**src/rtl/atrb_pkg.sv**
```systemverilog
/*
 Constants for the per-channel trim register bank: register addresses,
 field layouts, reset codes and load-command encoding.
 Assumes a 16-bit serial register port with 7-bit addresses.
*/
package atrb_pkg;
    localparam int          ATRB_AW        = 7;
    localparam int          ATRB_DW        = 16;
    localparam int          ATRB_TW        = 10;
    localparam int          ATRB_NCH       = 4;
    localparam int          ATRB_CHW       = 2;
    localparam logic [6:0]  ADDR_LANE_PICK = 7'h00;
    localparam logic [6:0]  ADDR_LOAD_CMD  = 7'h10;
    localparam logic [6:0]  ADDR_MAILBOX   = 7'h11;
    localparam logic [6:0]  ADDR_STG_OFS   = 7'h20;
    localparam logic [6:0]  ADDR_CUR_OFS   = 7'h21;
    localparam logic [6:0]  ADDR_STG_GAIN  = 7'h22;
    localparam logic [6:0]  ADDR_CUR_GAIN  = 7'h23;
    localparam logic [6:0]  ADDR_STG_PHS   = 7'h24;
    localparam logic [6:0]  ADDR_CUR_PHS   = 7'h25;
    localparam logic [9:0]  TRIM_RST       = 10'h200;
    localparam logic [1:0]  LOAD_GO        = 2'h2;
    localparam logic [1:0]  LOAD_IDLE      = 2'h0;
    // Command fields within the load-command word
    localparam int          CMD_OFS_LSB    = 0;
    localparam int          CMD_GAIN_LSB   = 2;
    localparam int          CMD_PHS_LSB    = 4;
    localparam int          XFER_CYCLES    = 4;
    localparam logic [2:0]  XFER_LAST      = 3'(XFER_CYCLES - 1);
    typedef enum logic [1:0] {ATRB_IDLE, ATRB_GAIN, ATRB_OFS, ATRB_PHS} atrb_state_t;
endpackage

```
**src/rtl/atrb_bank.sv**
```systemverilog
/*
 Four-channel trim register bank: staged and current offset, gain and phase,
 lane pick, load-command and busy mailbox, reached over a simple register port.
 Assumes the register port is synchronous to MCLK_I (the serial decoder sits on
 the same clock) and write/read strobes are single-cycle.
*/
`timescale 1ns/100ps
`default_nettype none
module atrb_bank
    import atrb_pkg::*;
(
    input  wire logic                MCLK_I,
    input  wire logic                RSTN_I,
    input  wire logic                WR_I,
    input  wire logic                RD_I,
    input  wire logic [ATRB_AW-1:0]  ADDR_I,
    input  wire logic [ATRB_DW-1:0]  WDATA_I,
    output logic      [ATRB_DW-1:0]  RDATA_O,
    output logic                     RVALID_O,
    output logic      [ATRB_NCH*ATRB_TW-1:0] OFS_TRIM_O,
    output logic      [ATRB_NCH*ATRB_TW-1:0] GAIN_TRIM_O,
    output logic      [ATRB_NCH*ATRB_TW-1:0] PHS_TRIM_O,
    output logic      [ATRB_NCH-1:0]  BUSY_O
);
    logic [ATRB_CHW-1:0] lane_ff;
    logic [ATRB_TW-1:0]  stg_ofs_ff  [ATRB_NCH];
    logic [ATRB_TW-1:0]  stg_gain_ff [ATRB_NCH];
    logic [ATRB_TW-1:0]  stg_phs_ff  [ATRB_NCH];
    logic [ATRB_TW-1:0]  cur_ofs_ff  [ATRB_NCH];
    logic [ATRB_TW-1:0]  cur_gain_ff [ATRB_NCH];
    logic [ATRB_TW-1:0]  cur_phs_ff  [ATRB_NCH];
    logic [5:0]          cmd_ff      [ATRB_NCH];
    logic [ATRB_DW-1:0]  rdata_ff;
    logic                rvalid_ff;

    wire [ATRB_TW-1:0] wr_trim = WDATA_I[ATRB_TW-1:0];
    wire wr_lane  = WR_I && (ADDR_I == ADDR_LANE_PICK);
    wire wr_cmd   = WR_I && (ADDR_I == ADDR_LOAD_CMD);
    wire wr_sofs  = WR_I && (ADDR_I == ADDR_STG_OFS);
    wire wr_sgain = WR_I && (ADDR_I == ADDR_STG_GAIN);
    wire wr_sphs  = WR_I && (ADDR_I == ADDR_STG_PHS);

    genvar ch;
    generate
        for (ch = 0; ch < ATRB_NCH; ch++)
        begin : g_ch
            atrb_state_t st_ff;
            atrb_state_t nxt_st;
            logic [2:0]  cnt_ff;
            logic [2:0]  nxt_cnt;
            logic        go_ofs;
            logic        go_gain;
            logic        go_phs;
            logic        fin_ofs;
            logic        fin_gain;
            logic        fin_phs;
            logic        pend_ofs_ff;
            logic        pend_gain_ff;
            logic        pend_phs_ff;
            logic        nxt_pend_ofs;
            logic        nxt_pend_gain;
            logic        nxt_pend_phs;
            wire         sel      = (lane_ff == ATRB_CHW'(ch));
            wire         step_end = (cnt_ff == XFER_LAST);
            // only code 10 starts a transfer
            assign go_ofs  = wr_cmd && sel && (WDATA_I[CMD_OFS_LSB +: 2] == LOAD_GO);
            assign go_gain = wr_cmd && sel && (WDATA_I[CMD_GAIN_LSB +: 2] == LOAD_GO);
            assign go_phs  = wr_cmd && sel && (WDATA_I[CMD_PHS_LSB +: 2] == LOAD_GO);
            assign fin_ofs  = (st_ff == ATRB_OFS)  && step_end;
            assign fin_gain = (st_ff == ATRB_GAIN) && step_end;
            assign fin_phs  = (st_ff == ATRB_PHS)  && step_end;
            // New orders win over completion clears
            assign nxt_pend_ofs  = go_ofs  || (pend_ofs_ff  && !fin_ofs);
            assign nxt_pend_gain = go_gain || (pend_gain_ff && !fin_gain);
            assign nxt_pend_phs  = go_phs  || (pend_phs_ff  && !fin_phs);
            // Step counter restarts whenever the state moves
            assign nxt_cnt = (nxt_st != st_ff || st_ff == ATRB_IDLE) ? 3'h0 : cnt_ff + 3'h1;

            always_comb
            begin
                nxt_st = st_ff;
                if (st_ff == ATRB_IDLE || step_end)
                begin
                    if (pend_gain_ff && st_ff != ATRB_GAIN)
                        nxt_st = ATRB_GAIN;
                    else if (pend_ofs_ff && st_ff != ATRB_OFS)
                        nxt_st = ATRB_OFS;
                    else if (pend_phs_ff && st_ff != ATRB_PHS)
                        nxt_st = ATRB_PHS;
                    else
                        nxt_st = ATRB_IDLE;
                end
            end

            always_ff @(posedge MCLK_I or negedge RSTN_I)
            begin
                if (!RSTN_I)
                begin
                    st_ff        <= ATRB_IDLE;
                    cnt_ff       <= 3'h0;
                    pend_ofs_ff  <= 1'b0;
                    pend_gain_ff <= 1'b0;
                    pend_phs_ff  <= 1'b0;
                end
                else
                begin
                    st_ff        <= nxt_st;
                    cnt_ff       <= nxt_cnt;
                    pend_ofs_ff  <= nxt_pend_ofs;
                    pend_gain_ff <= nxt_pend_gain;
                    pend_phs_ff  <= nxt_pend_phs;
                end
            end

            always_ff @(posedge MCLK_I or negedge RSTN_I)
            begin
                if (!RSTN_I)
                begin
                    stg_ofs_ff[ch]  <= TRIM_RST;
                    stg_gain_ff[ch] <= TRIM_RST;
                    stg_phs_ff[ch]  <= TRIM_RST;
                end
                else
                begin
                    if (wr_sofs && sel)
                        stg_ofs_ff[ch] <= wr_trim;
                    if (wr_sgain && sel)
                        stg_gain_ff[ch] <= wr_trim;
                    if (wr_sphs && sel)
                        stg_phs_ff[ch] <= wr_trim;
                end
            end

            always_ff @(posedge MCLK_I or negedge RSTN_I)
            begin
                if (!RSTN_I)
                    cmd_ff[ch] <= 6'h00;
                else if (wr_cmd && sel)
                    cmd_ff[ch] <= WDATA_I[5:0];
            end

            always_ff @(posedge MCLK_I or negedge RSTN_I)
            begin
                if (!RSTN_I)
                begin
                    cur_ofs_ff[ch]  <= TRIM_RST;
                    cur_gain_ff[ch] <= TRIM_RST;
                    cur_phs_ff[ch]  <= TRIM_RST;
                end
                else
                begin
                    if (fin_gain)
                        cur_gain_ff[ch] <= stg_gain_ff[ch];
                    if (fin_ofs)
                        cur_ofs_ff[ch] <= stg_ofs_ff[ch];
                    if (fin_phs)
                        cur_phs_ff[ch] <= stg_phs_ff[ch];
                end
            end

            always_ff @(posedge MCLK_I or negedge RSTN_I)
            begin
                if (!RSTN_I)
                    BUSY_O[ch] <= 1'b0;
                else
                    BUSY_O[ch] <= nxt_pend_ofs || nxt_pend_gain || nxt_pend_phs;
            end

            always_ff @(posedge MCLK_I or negedge RSTN_I)
            begin
                if (!RSTN_I)
                begin
                    OFS_TRIM_O[ch*ATRB_TW +: ATRB_TW]  <= TRIM_RST;
                    GAIN_TRIM_O[ch*ATRB_TW +: ATRB_TW] <= TRIM_RST;
                    PHS_TRIM_O[ch*ATRB_TW +: ATRB_TW]  <= TRIM_RST;
                end
                else
                begin
                    OFS_TRIM_O[ch*ATRB_TW +: ATRB_TW]  <= cur_ofs_ff[ch];
                    GAIN_TRIM_O[ch*ATRB_TW +: ATRB_TW] <= cur_gain_ff[ch];
                    PHS_TRIM_O[ch*ATRB_TW +: ATRB_TW]  <= cur_phs_ff[ch];
                end
            end
        end
    endgenerate

    wire [ATRB_DW-1:0] rd_mux =
        (ADDR_I == ADDR_LANE_PICK) ? {14'h0000, lane_ff} :
        (ADDR_I == ADDR_LOAD_CMD)  ? {10'h000, cmd_ff[lane_ff]} :
        (ADDR_I == ADDR_MAILBOX)   ? {15'h0000, BUSY_O[lane_ff]} :
        (ADDR_I == ADDR_STG_OFS)   ? {6'h00, stg_ofs_ff[lane_ff]} :
        (ADDR_I == ADDR_CUR_OFS)   ? {6'h00, cur_ofs_ff[lane_ff]} :
        (ADDR_I == ADDR_STG_GAIN)  ? {6'h00, stg_gain_ff[lane_ff]} :
        (ADDR_I == ADDR_CUR_GAIN)  ? {6'h00, cur_gain_ff[lane_ff]} :
        (ADDR_I == ADDR_STG_PHS)   ? {6'h00, stg_phs_ff[lane_ff]} :
        (ADDR_I == ADDR_CUR_PHS)   ? {6'h00, cur_phs_ff[lane_ff]} : 16'h0000;

    always_ff @(posedge MCLK_I or negedge RSTN_I)
    begin
        if (!RSTN_I)
        begin
            lane_ff   <= 2'h0;
            rdata_ff  <= 16'h0000;
            rvalid_ff <= 1'b0;
        end
        else
        begin
            if (wr_lane)
                lane_ff <= WDATA_I[ATRB_CHW-1:0];
            rvalid_ff <= RD_I;
            if (RD_I)
                rdata_ff <= rd_mux;
        end
    end

    assign RDATA_O  = rdata_ff;
    assign RVALID_O = rvalid_ff;
endmodule
`default_nettype wire

```
**config.mk**
```make
export PLATFORM = sky130hd
export DESIGN_NAME = atrb_bank
export DESIGN_NICKNAME = d
export VERILOG_FILES = /design/src/rtl/atrb_pkg.sv /design/src/rtl/atrb_bank.sv
export SDC_FILE = /design/constraint.sdc
export NUM_CORES = 1
export LEC_CHECK = 0
export ABC_AREA = 1
export BUFFER_PORTS_ARGS = -buffer_cell sky130_fd_sc_hd__buf_2
export CAP_MARGIN = 20
export CORE_MARGIN = 4
export CORE_UTILIZATION = 55
export CTS_BUF_LIST = sky130_fd_sc_hd__clkbuf_8
export DETAILED_ROUTE_END_ITERATION = 10
export GPL_ROUTABILITY_DRIVEN = 0
export PLACE_DENSITY = 0.73
export REMOVE_ABC_BUFFERS = 1
export SYNTH_ARGS = -nofsm -noshare
export SYNTH_HDL_FRONTEND = slang
export SYNTH_SLANG_ARGS = --single-unit
```
**constraint.sdc**
```tcl
create_clock -name MCLK_I -period 2.2 [get_ports MCLK_I]
set_input_delay 0.11 -clock MCLK_I [delete_from_list [all_inputs] [get_ports MCLK_I]]
set_output_delay 0.11 -clock MCLK_I [all_outputs]
set_load 0.05 [all_outputs]
```
# --- Word-level counts from Yosys, hierarchy flattened ---
# Index checks and enable logic that the tools add are counted.
# Widths: inputs -> output; s select.
op_classes:
  addsub: 4
  order_cmp: 2
  n_eq_ne: 46
  mux: 52
  n_bitwise: 1
  reduce_logical: 115
op_table:
  columns: ["op", "count"]
  rows:
  - ["$mux 10", 21]
  - ["$bmux 10 s2", 6]
  - ["$logic_and 1x1->1", 69]
  - ["$eq 7x6->1 const B", 6]
  - ["$mux 2", 16]
  - ["$logic_or 1x1->1", 28]
  - ["$eq 2x2->1 const B", 13]
  - ["$ne 2x2->1 const B", 8]
  - ["$eq 7x5->1 const B", 2]
  - ["$add 3x1->3 const B", 4]
  - ["$bmux 6 s2", 1]
  - ["$eq 3x2->1 const B", 4]
  - ["$logic_not 1->1", 12]
  - ["$mux 3", 4]
  - ["$mux 6", 2]
  - ["$eq 2x1->1 const B", 5]
  - ["$logic_not 2->1", 5]
  - ["$ne 2x1->1 const B", 4]
  - ["$ne 2x2->1", 4]
  - ["$logic_not 7->1", 1]
  - ["$ge 3x3->1 const B", 1]
  - ["$lt 2x3->1 const B", 1]
  - ["$not 2->3", 1]
  - ["$bmux 1 s2", 1]
  - ["$mux 1", 1]
totals:
  ff_bits: 439
  in_bits: 27
  output_inout_bits: 141
  wordCells: 287

# --- Depth between registers and ports, before layout ---
# Gate-level depths: netlist (run 1).
logic_depth:
  ltp_word: 13
  mapped_depth: 14
  mapped_depth_nobuf: 13

# --- Worst setup path after synthesis (run 1) ---
# OpenSTA, ideal clock, no wires.
synth_timing:
  path_kind: "register -> register"
  from: "register g_ch[0].cnt_ff[0]"
  to: "register cur_phs_ff[39] (netlist bit)"
  setup_ns: 0.079
  arrival_ns: 1.650
  t_required_ns: 2.121
  setup_slack_ns: 0.472
  stages_incl_launch_ff: 8
  n_path_buf: 1
  synth_period_minus_slack_ns: 1.728
  cell_sequence: "dfrtp_1 > ha_1 > ha_1 > inv_1 > nor3_1 > inv_1 > buf_2 > o21ai_0"
synth_via:
  elab_chain_len: 2
synth_rtl:
  columns: ["item", "line", "text"]
  rows:
  - ["start: declaration", "atrb_bank.sv:49", "logic [2:0] cnt_ff;"]
  - ["start signal: assignment", "atrb_bank.sv:108", "cnt_ff <= nxt_cnt;"]
  - ["$eq 3x2->1", "atrb_bank.sv:64", "wire step_end = (cnt_ff == XFER_LAST);"]
  - ["$logic_and 1x1->1", "atrb_bank.sv:71", "assign fin_phs = (st_ff == ATRB_PHS) && step_end;"]
  - ["end signal: indexed assignment", "atrb_bank.sv:157", "cur_phs_ff[ch] <= stg_phs_ff[ch];"]
  - ["end: declaration", "atrb_bank.sv:31", "logic [ATRB_TW-1:0] cur_phs_ff [ATRB_NCH];"]
# Every way passes these cells.
# A chain may end at the register's enable or synchronous reset.

# --- Worst setup path after layout (run 1) ---
layout_timing:
  from: "register lane_ff[0]"
  to: "register rdata_ff[6] (netlist: RDATA_O[6])"
layout_via:
  elab_chain_len: 13
  elab_cells_between_ends: 28
  cone_classes: "mux: 27; bitwise: 1"
layout_rtl:
  columns: ["item", "line", "text"]
  rows:
  - ["start: declaration", "atrb_bank.sv:25", "logic [ATRB_CHW-1:0] lane_ff;"]
  - ["start signal: assignment", "atrb_bank.sv:209", "lane_ff <= WDATA_I[ATRB_CHW-1:0];"]
  - ["$not 2->3 (not written as such) (*)", null, null]
  - ["$bmux 10 s2", "atrb_bank.sv:196", "(ADDR_I == ADDR_CUR_PHS) ? {6'h00, cur_phs_ff[lane_ff]} : 16'h0000;"]
  - ["$mux 10 (not written as such) (2 in a row)", "atrb_bank.sv:196", null]
  - ["$mux 10", "atrb_bank.sv:196", null]
  - ["$mux 10", "atrb_bank.sv:195", "(ADDR_I == ADDR_STG_PHS) ? {6'h00, stg_phs_ff[lane_ff]} :"]
  - ["$mux 10", "atrb_bank.sv:194", "(ADDR_I == ADDR_CUR_GAIN) ? {6'h00, cur_gain_ff[lane_ff]} :"]
  - ["$mux 10", "atrb_bank.sv:193", "(ADDR_I == ADDR_STG_GAIN) ? {6'h00, stg_gain_ff[lane_ff]} :"]
  - ["$mux 10", "atrb_bank.sv:192", "(ADDR_I == ADDR_CUR_OFS) ? {6'h00, cur_ofs_ff[lane_ff]} :"]
  - ["$mux 10 (*)", "atrb_bank.sv:191", "(ADDR_I == ADDR_STG_OFS) ? {6'h00, stg_ofs_ff[lane_ff]} :"]
  - ["$mux 10 (*)", "atrb_bank.sv:190", "(ADDR_I == ADDR_MAILBOX) ? {15'h0000, BUSY_O[lane_ff]} :"]
  - ["$mux 10 (*)", "atrb_bank.sv:189", "(ADDR_I == ADDR_LOAD_CMD) ? {10'h000, cmd_ff[lane_ff]} :"]
  - ["$mux 10 (*)", "atrb_bank.sv:188", "(ADDR_I == ADDR_LANE_PICK) ? {14'h0000, lane_ff} :"]
  - ["end signal: assignment", "atrb_bank.sv:212", "rdata_ff <= rd_mux;"]
  - ["end: declaration", "atrb_bank.sv:33", "logic [ATRB_DW-1:0] rdata_ff;"]
# Mark *: on every way between the ends. The rest lies on a longest branch, timed or not. The select of a mux whose other input is x is not followed.

==> metrics.md, run 1 <==
| Metric | Value |
|---|---|
| Run status | `finished, final reports clean` |
| Clk Latency, worst-skew pair | `about 0.6 ns` |
| Setup TNS Final | `0 ns` |
| Die footprint | `between 30000 and 40000 µm²` |
| Gr usage total | `28.42%` |
| Core area | `between 30000 and 40000 µm²` |
| Unrepaired setup endpoints after global routing | `false` |
| R2R Path End | `RDATA_O[6]` |
| Mapped Cells | `1837` |
| Finish-stage setup viols | `0` |
| # DRC | `0` |
| P_leak | `around 11 nW` |
| Unique cell type count in the Yosys netlist | `33` |
| Final #Nets | `between 2000 and 2500` |
| Die width | `roughly 180 µm` |
| Worst R2R Path Depth | `10` |
| Mux cell area share after synthesis | `0%` |
| CTS Buf Count | `70` |
| Design Power | `between 0.015 and 0.02 W` |
| Row cnt | `64` |
| Detailed Routing Iterations Pass 1 | `6` |
| Min-Delay Path Class | `primary input to flip-flop` |
| Io pins | `~170` |
| Slew Limit Fails | `0` |
| CP startpoint | `lane_ff[0]` |
| CP required | `between 2 and 3 ns` |
| Worst hold slack | `about 0.058 ns` |
| WS Path Type | `flip-flop to flip-flop` |
| Synth area leader | `dfrtp_1` |
| Die Height | `roughly 180 µm` |
| Largest family of logic cells by synthesized area | `simple AND/OR/NAND/NOR gates` |
| CTS tree | `done` |
| Fin Clk Skew | `approximately 0.026 ns` |
| Remaining Overflow, GRT | `0` |
| CP endpoint | `RDATA_O[6]` |
| Clk root buf | `clkbuf_8` |
| WP data arrival | `2.55 ns` |
| Reg clk slew, reported paths | `~0.060 ns` |
| Worst-margin pin slew | `0.7891 ns` |
| Synth Area in Simple Gates | `a little under a fifth` |
| Max-Cap Viols | `0` |
| Number of global-route vias before repair | `between 10000 and 15000` |
| First-pass GRT wire length | `74.93 mm` |
| Seq/Total Area, Yosys | `a little under two thirds` |
| Vias per inst | `between 5 and 6` |
| Synth Warn # | `0` |
| CP Capture Type | `flip-flop` |
| Peak supply drop | `0.5461 mV` |
| Final wirelength | `around 48 mm` |
| CP startpoint kind | `flip-flop` |
| P&R area growth vs syn | `18.36%` |
| R2r setup slk | `0.10 ns` |
| Starting DRT DRC Count | `~1400` |
| Starting density of the core | `55.71%` |
| WL/cell | `between 15 and 20 µm` |
| Via Count | `roughly 14000` |
| DRT antenna net count | `0` |
| IO Port Bufs | `155` |
| Place WS | `roughly 0.17 ns` |
| Layout cells sized above 1 | `18.71%` |
| Hpwl dp | `about 33 mm` |
| Initial antenna violation count | `0` |
| P per Cell Area | `between 900 and 1000 nW/µm²` |
| # diodes | `0` |
| RR Startpoint | `lane_ff[0]` |
| Synth Area in XOR/XNOR | `0%` |
| Slew margin rel. | `a little under half` |
| Adder-cell area share of the yosys netlist | `less than 1%` |
| Fmax | `about 480 MHz` |
| Clock sinks | `433` |
| Synth top area cells | `dfrtp_1 (58%), nand2_1 (14%), o21ai_0 (7.2%)` |
| Largest net degree at the start of global routing | `68` |
| H-tree lvl count | `3` |
| Syn Area/Cell | `about 9.3 µm²` |
| Synth Register Bits | `approximately 430` |
| Hold Fails Final Rpt | `0` |
| Max FO, Critical Path | `23` |
| Crit share post-route | `a little over nine tenths` |
| Synth top area share | `about 58%` |
| Fin crit period | `2.095 ns` |
| Final setup margin | `approximately 0.10 ns` |
| Synth Cell Area | `~17000 µm²` |
| CTS Buffer Depth | `3` |
| Post-synthesis compound-gate area fraction | `between 10% and 20%` |
cell usage in the layout (no fill, tap or decap), drive strengths merged:
cell,count
buf,232
a21oi,23
or2,4
nand3b,1
nand4,8
dfrtp,397
conb,6
clkinvlp,2
inv,157
a221oi,1
nor3,7
o2111ai,6
nor2,113
a32oi,4
o22ai,50
nand3,29
or3,5
dlygate4sd3,7
clkbuf,95
clkinv,9
ha,8
o21ai,255
nand2,644
o211ai,1
dfstp,36
a22oi,14
o221ai,3
Yosys cell counts:
master	n
or2_4	1
o2111ai_1	6
nand2_2	3
dfrtp_1	397
o22ai_1	50
nor2_4	3
buf_2	25
ha_1	8
buf_6	1
a221oi_1	1
nand4_1	8
or3_1	5
o221ai_1	3
a32oi_1	4
clkinv_1	4
nand2_1	641
inv_1	130
o21ai_1	10
or2_2	3
nand3b_1	1
nor3_1	7
o21ai_0	245
o211ai_1	1
a21oi_1	23
clkbuf_1	54
buf_4	10
a22oi_1	14
nor2_2	8
conb_1	1
nor2_1	102
dfstp_2	36
nand3_1	29
inv_2	3
stage by stage:
| step | utilization [%] | std cells | area [µm²] |
|---|---|---|---|
| 5_1_grt | 65.94 | 2513 | 20170 |
| 3_5_place_dp | 60.95 | 2380 | 18640 |
| 3_3_place_gp | 60.95 | 2380 | 18640 |
| 2_1_floorplan | - | 1752 | 16640 |
| 4_1_cts | 65.91 | 2513 | 20160 |
| 6_report | 65.94 | 2513 | 20170 |
sequential cells by signal, summed over array words and instances, names as in the netlist, 24 cells and up:
register,cells
GAIN_TRIM_O,40
OFS_TRIM_O,40
PHS_TRIM_O,40
cur_gain_ff,40
cur_ofs_ff,40
cur_phs_ff,40
stg_gain_ff,40
stg_ofs_ff,40
stg_phs_ff,40
cmd_ff,24
cell type report:
type	instances	area [µm²]
sequential	433	10880
fill	2459	10420
multi-input combinational	1182	5260
timing repair buffer	239	1572
clock buffer	95	1308
inverter	137	514.2
tap	396	495.5
clock inverter	31	140.1
power by group:
group	total, W	leakage [nW]	internal [W]	switching [W]
registers	0.00902	5.86	0.00861	0.000407
logic	0.00313	3.83	0.000861	0.00227
clock network	0.00695	0.829	0.00385	0.00310
total	0.0191	10.5	0.0133	0.00578
critical path, stage by stage, from the launching register on:
cell     delay, ns
dfrtp_1       0.48
buf_12        0.21
nor2_2        0.19
buf_4         0.21
nand2_1       0.06
o21ai_0       0.10
nor3_1        0.13
nor2_1        0.26
nand3_1       0.15
nand3_1       0.11
nand2_1       0.06
worst min path at each step:
| stage | from | slack [ns] | cells after the start | to |
|---|---|---|---|---|
| after floorplan | RSTN_I | -0.19 | 0 | BUSY_O[0] |
| after global placement | RSTN_I | 0.13 | 1 | GAIN_TRIM_O[4] |
| after detailed placement | RSTN_I | 0.14 | 1 | GAIN_TRIM_O[2] |
| after CTS | WDATA_I[7] | 0.03 | 3 | stg_phs_ff[17] |
| after global routing | WDATA_I[9] | 0.07 | 3 | stg_phs_ff[9] |
| final | WDATA_I[7] | 0.06 | 3 | stg_phs_ff[17] |
cell families after synthesis:
logic type      Yosys count
fa+ha+maj                 8
other cells               1
flops                   433
buf+inv                 227
compound gates          357
simple gates            811
routing by layer:
metal	global-route usage, %	vias to the layer above	share of wire (%)
met4	12.07	0	4.1
li1	-	6357	-
met5	0	-	0
met2	46.06	743	47
met3	5.698	129	9.2
met1	37.81	6719	39
what timing repair did:
action                                  CTS  global route
hold buffers                              7             0
resized for setup                         0             3
buffers inserted                          0             0
hold endpoints to repair                189             0
endpoints found under the setup margin    0             3
(Power assumes the default switching activity.)
==> run 2, diff against run 1 <==
--- a/config.mk
+++ b/config.mk
@@ -13,8 +13,10 @@
 export CTS_BUF_LIST = sky130_fd_sc_hd__clkbuf_8
 export DETAILED_ROUTE_END_ITERATION = 10
 export GPL_ROUTABILITY_DRIVEN = 0
+export MAX_ROUTING_LAYER = met4
 export PLACE_DENSITY = 0.73
 export REMOVE_ABC_BUFFERS = 1
 export SYNTH_ARGS = -nofsm -noshare
 export SYNTH_HDL_FRONTEND = slang
 export SYNTH_SLANG_ARGS = --single-unit
+export TNS_END_PERCENT = 1
==> run 2 against run 1 <==
Against the previous run: sequential power hardly changed; register-to-register slack is essentially flat; worst hold slack got worse by 0.0016 ns; sequential share of layout area unchanged; first-iteration DRC count grew 1.9%; final cell count unchanged; global-route usage grew 0.90 points; clock power is essentially flat; via count grew 1.0%; flip-flop and latch count unchanged; routed wire length decreased by 0.21%; die area is the same; highest routed layer unchanged.
==> metrics.md, run 2 (synthesis results as in run 1) <==
| Metric | Value |
|---|---|
| Run status | `finished, final reports clean (unchanged)` |
| WS Path Type | `flip-flop to flip-flop (unchanged)` |
| Layout cells sized above 1 | `18.71% (unchanged)` |
| Worst-path cell chain | `buf_12 -> nor2_2 -> buf_12 -> nand2_1 -> o22ai_1 -> or3_1 (was buf_12 -> nor2_2 -> buf_4 -> nand2_1 -> o21ai_0 -> nor3_1 -> nor2_1 -> nand3_1 -> nand3_1 -> nand2_1)` |
| R2R Path End | `BUSY_O[2] (was RDATA_O[6])` |
| Via Count | `14092 (was 13948)` |
| Metal2 WL | `22.28 mm (was 22.63 mm)` |
| Finish-stage setup viols | `0 (unchanged)` |
| Placed cell area | `18640 µm² (unchanged)` |
| Reg clk slew, reported paths | `0.06 ns (about the same)` |
| Remaining Overflow, GRT | `0 (unchanged)` |
| Multi-input logic area | `5260 µm² (unchanged)` |
| Initial antenna violation count | `0 (unchanged)` |
| Die width | `184.0 µm (unchanged)` |
| R2r setup slk | `0.11 ns (was 0.10 ns)` |
| CP endpoint | `BUSY_O[2] (was RDATA_O[6])` |
| Post-Layout Cell Count | `2513 (unchanged)` |
| Fin Clk Skew | `0.02675 ns (was 0.02550 ns)` |
| Die Height | `184.0 µm (unchanged)` |
| Post-CTS setup buffer count | `0 (unchanged)` |
| Gr usage total | `29.32% (was 28.42%)` |
| Row cnt | `64 (unchanged)` |
| Min-Delay Path Class | `primary input to flip-flop (unchanged)` |
| WP data arrival | `2.54 ns (was 2.55 ns)` |
| Clk root buf | `clkbuf_8 (unchanged)` |
| Die footprint | `33860 µm² (unchanged)` |
| CP peak stage delay | `0.52 ns (was 0.48 ns)` |
| P per Cell Area | `946.1 nW/µm² (was 947.1 nW/µm²)` |
| Vias per inst | `5.608 (was 5.550)` |
| # diodes | `0 (unchanged)` |
| CP startpoint kind | `flip-flop (unchanged)` |
| Post-placement cell count | `2380 (unchanged)` |
| Most frequent cells in the layout | `nand2_1 (641), dfrtp_1 (397), o21ai_0 (244), buf_2 (154), inv_1 (152) (unchanged)` |
| Slew Limit Fails | `0 (unchanged)` |
| H-tree lvl count | `3 (unchanged)` |
| Final #Nets | `2098 (unchanged)` |
| Worst-margin pin slew | `0.7845 ns (was 0.7891 ns)` |
| Crit-path slowest cell | `dfrtp_1 (unchanged)` |
| Register area | `10880 µm² (unchanged)` |
| Routed length on met3 | `4.499 mm (was 4.398 mm)` |
| Slew margin rel. | `47.64% (was 47.33%)` |
| Largest delay share family, worst path | `simple AND/OR/NAND/NOR gates (unchanged)` |
| RR Startpoint | `lane_ff[0] (unchanged)` |
| Setup TNS Final | `0 ns (unchanged)` |
| IO Port Bufs | `155 (unchanged)` |
| Io pins | `168 (unchanged)` |
| Detailed Routing Iterations Pass 1 | `6 (unchanged)` |
| Clk Latency, worst-skew pair | `0.59 ns (about the same)` |
| P&R area growth vs syn | `18.36% (unchanged)` |
| # DRC | `0 (unchanged)` |
| Fin crit period | `2.095 ns (about the same)` |
| Crit share post-route | `95.21% (was 95.25%)` |
| CP Buf/Inv Count | `2 (unchanged)` |
| CTS tree | `done (unchanged)` |
| Number of global-route vias before repair | `13843 (was 13830)` |
| Starting DRT DRC Count | `1434 (was 1407)` |
| Hpwl dp | `32.62 mm (unchanged)` |
| Fin area | `20170 µm² (unchanged)` |
| P_leak | `10.51 nW (unchanged)` |
| Top sig layer | `met4 (unchanged)` |
| CP required | `2.65 ns (was 2.66 ns)` |
| Min-delay src | `WDATA_I[7] (unchanged)` |
| Commonest non-fill, non-tap cell in the layout | `nand2_1 (unchanged)` |
| Final wirelength | `47.68 mm (was 47.78 mm)` |
| Number of cells on the critical path | `6 (was 10)` |
| Max-Cap Viols | `0 (unchanged)` |
| Hold Fails Final Rpt | `0 (unchanged)` |
| First-pass GRT wire length | `74.92 mm (was 74.93 mm)` |
| M1 wire length | `18.75 mm (was 18.79 mm)` |
| CTS Buf Count | `70 (unchanged)` |
| Peak supply drop | `0.5448 mV (was 0.5461 mV)` |
| CP Capture Type | `flip-flop (unchanged)` |
| Clock sinks | `433 (unchanged)` |
| DRT antenna net count | `0 (unchanged)` |
| Fin util | `65.94% (unchanged)` |
| Starting density of the core | `55.71% (unchanged)` |
| CTS Buffer Depth | `3 (unchanged)` |
| Largest net degree at the start of global routing | `68 (unchanged)` |
| Max FO, Critical Path | `24 (was 23)` |
| Worst R2R Path Depth | `6 (was 10)` |
| WL/cell | `18.97 µm (was 19.01 µm)` |
| Unrepaired setup endpoints after global routing | `false (unchanged)` |
| Most numerous cell on the critical path | `buf_12` |
| CP startpoint | `lane_ff[0] (unchanged)` |
| FILL cells | `2459 (unchanged)` |
| Fmax | `477.4 MHz (was 477.2 MHz)` |
| Core area | `30590 µm² (unchanged)` |
run 2: cell counts in the layout (fill, tap and decap cells not counted):
No cell type changed its count.
run 2: where the power goes:
group	switching (W)	total, W	leakage [nW]	internal, W
clock	0.00307	0.00692	0.829	0.00385
combinational	0.00228	0.00314	3.83	0.000860
sequential	0.000411	0.00902	5.86	0.00861
total	0.00576	0.0191	10.5	0.0133
run 2: worst register-to-register path: stages (launching register included):
cell and delay [ns]:
dfrtp_1 0.52, buf_12 0.22, nor2_2 0.08, buf_12 0.17, nand2_1 0.43, o22ai_1 0.18
or3_1 0.37
run 2: cell type report:
type	count	area share [%]
Inverter	137	2.550
Clock buffer	95	6.483
Tap cell	396	2.457
Timing Repair Buffer	239	7.792
Multi-Input combinational cell	1182	26.08
Clock inverter	31	0.6948
Sequential cell	433	53.95
run 2: worst min-delay path by stage:
stage	slack, ns	depth (start not counted)	endpoint
global placement	0.13	1	GAIN_TRIM_O[4]
global route	0.07	3	stg_phs_ff[9]
detailed placement	0.14	1	GAIN_TRIM_O[2]
floorplan	-0.19	0	BUSY_O[0]
CTS	0.03	3	stg_phs_ff[17]
finish	0.06	3	stg_phs_ff[17]
run 2: per-layer routing:
layer  up-vias  track usage, %
met5         -               -
met4         0           11.98
met3       152           5.006
met2       776           46.12
met1      6810           38.34
li1       6354               -
run 2: through the flow:
| step | setup WS, ns | power [W] | hold slack [ns] |
|---|---|---|---|
| after floorplan | -0.6343 | 0.01101 | -0.1856 |
| after global placement | 0.2103 | 0.01213 | 0.1278 |
| after detailed placement | 0.1676 | 0.01224 | 0.1351 |
| after CTS | 0.1542 | 0.01920 | 0.03344 |
| after global routing | 0.002370 | 0.01994 | 0.06752 |
| final | 0.1054 | 0.01908 | 0.05640 |
run 2: timing repair:
item,4_1_cts,5_1_grt
resized for setup,0,3
hold buffers,7,0
setup endpoints to repair,0,3
hold endpoints to repair,189,0
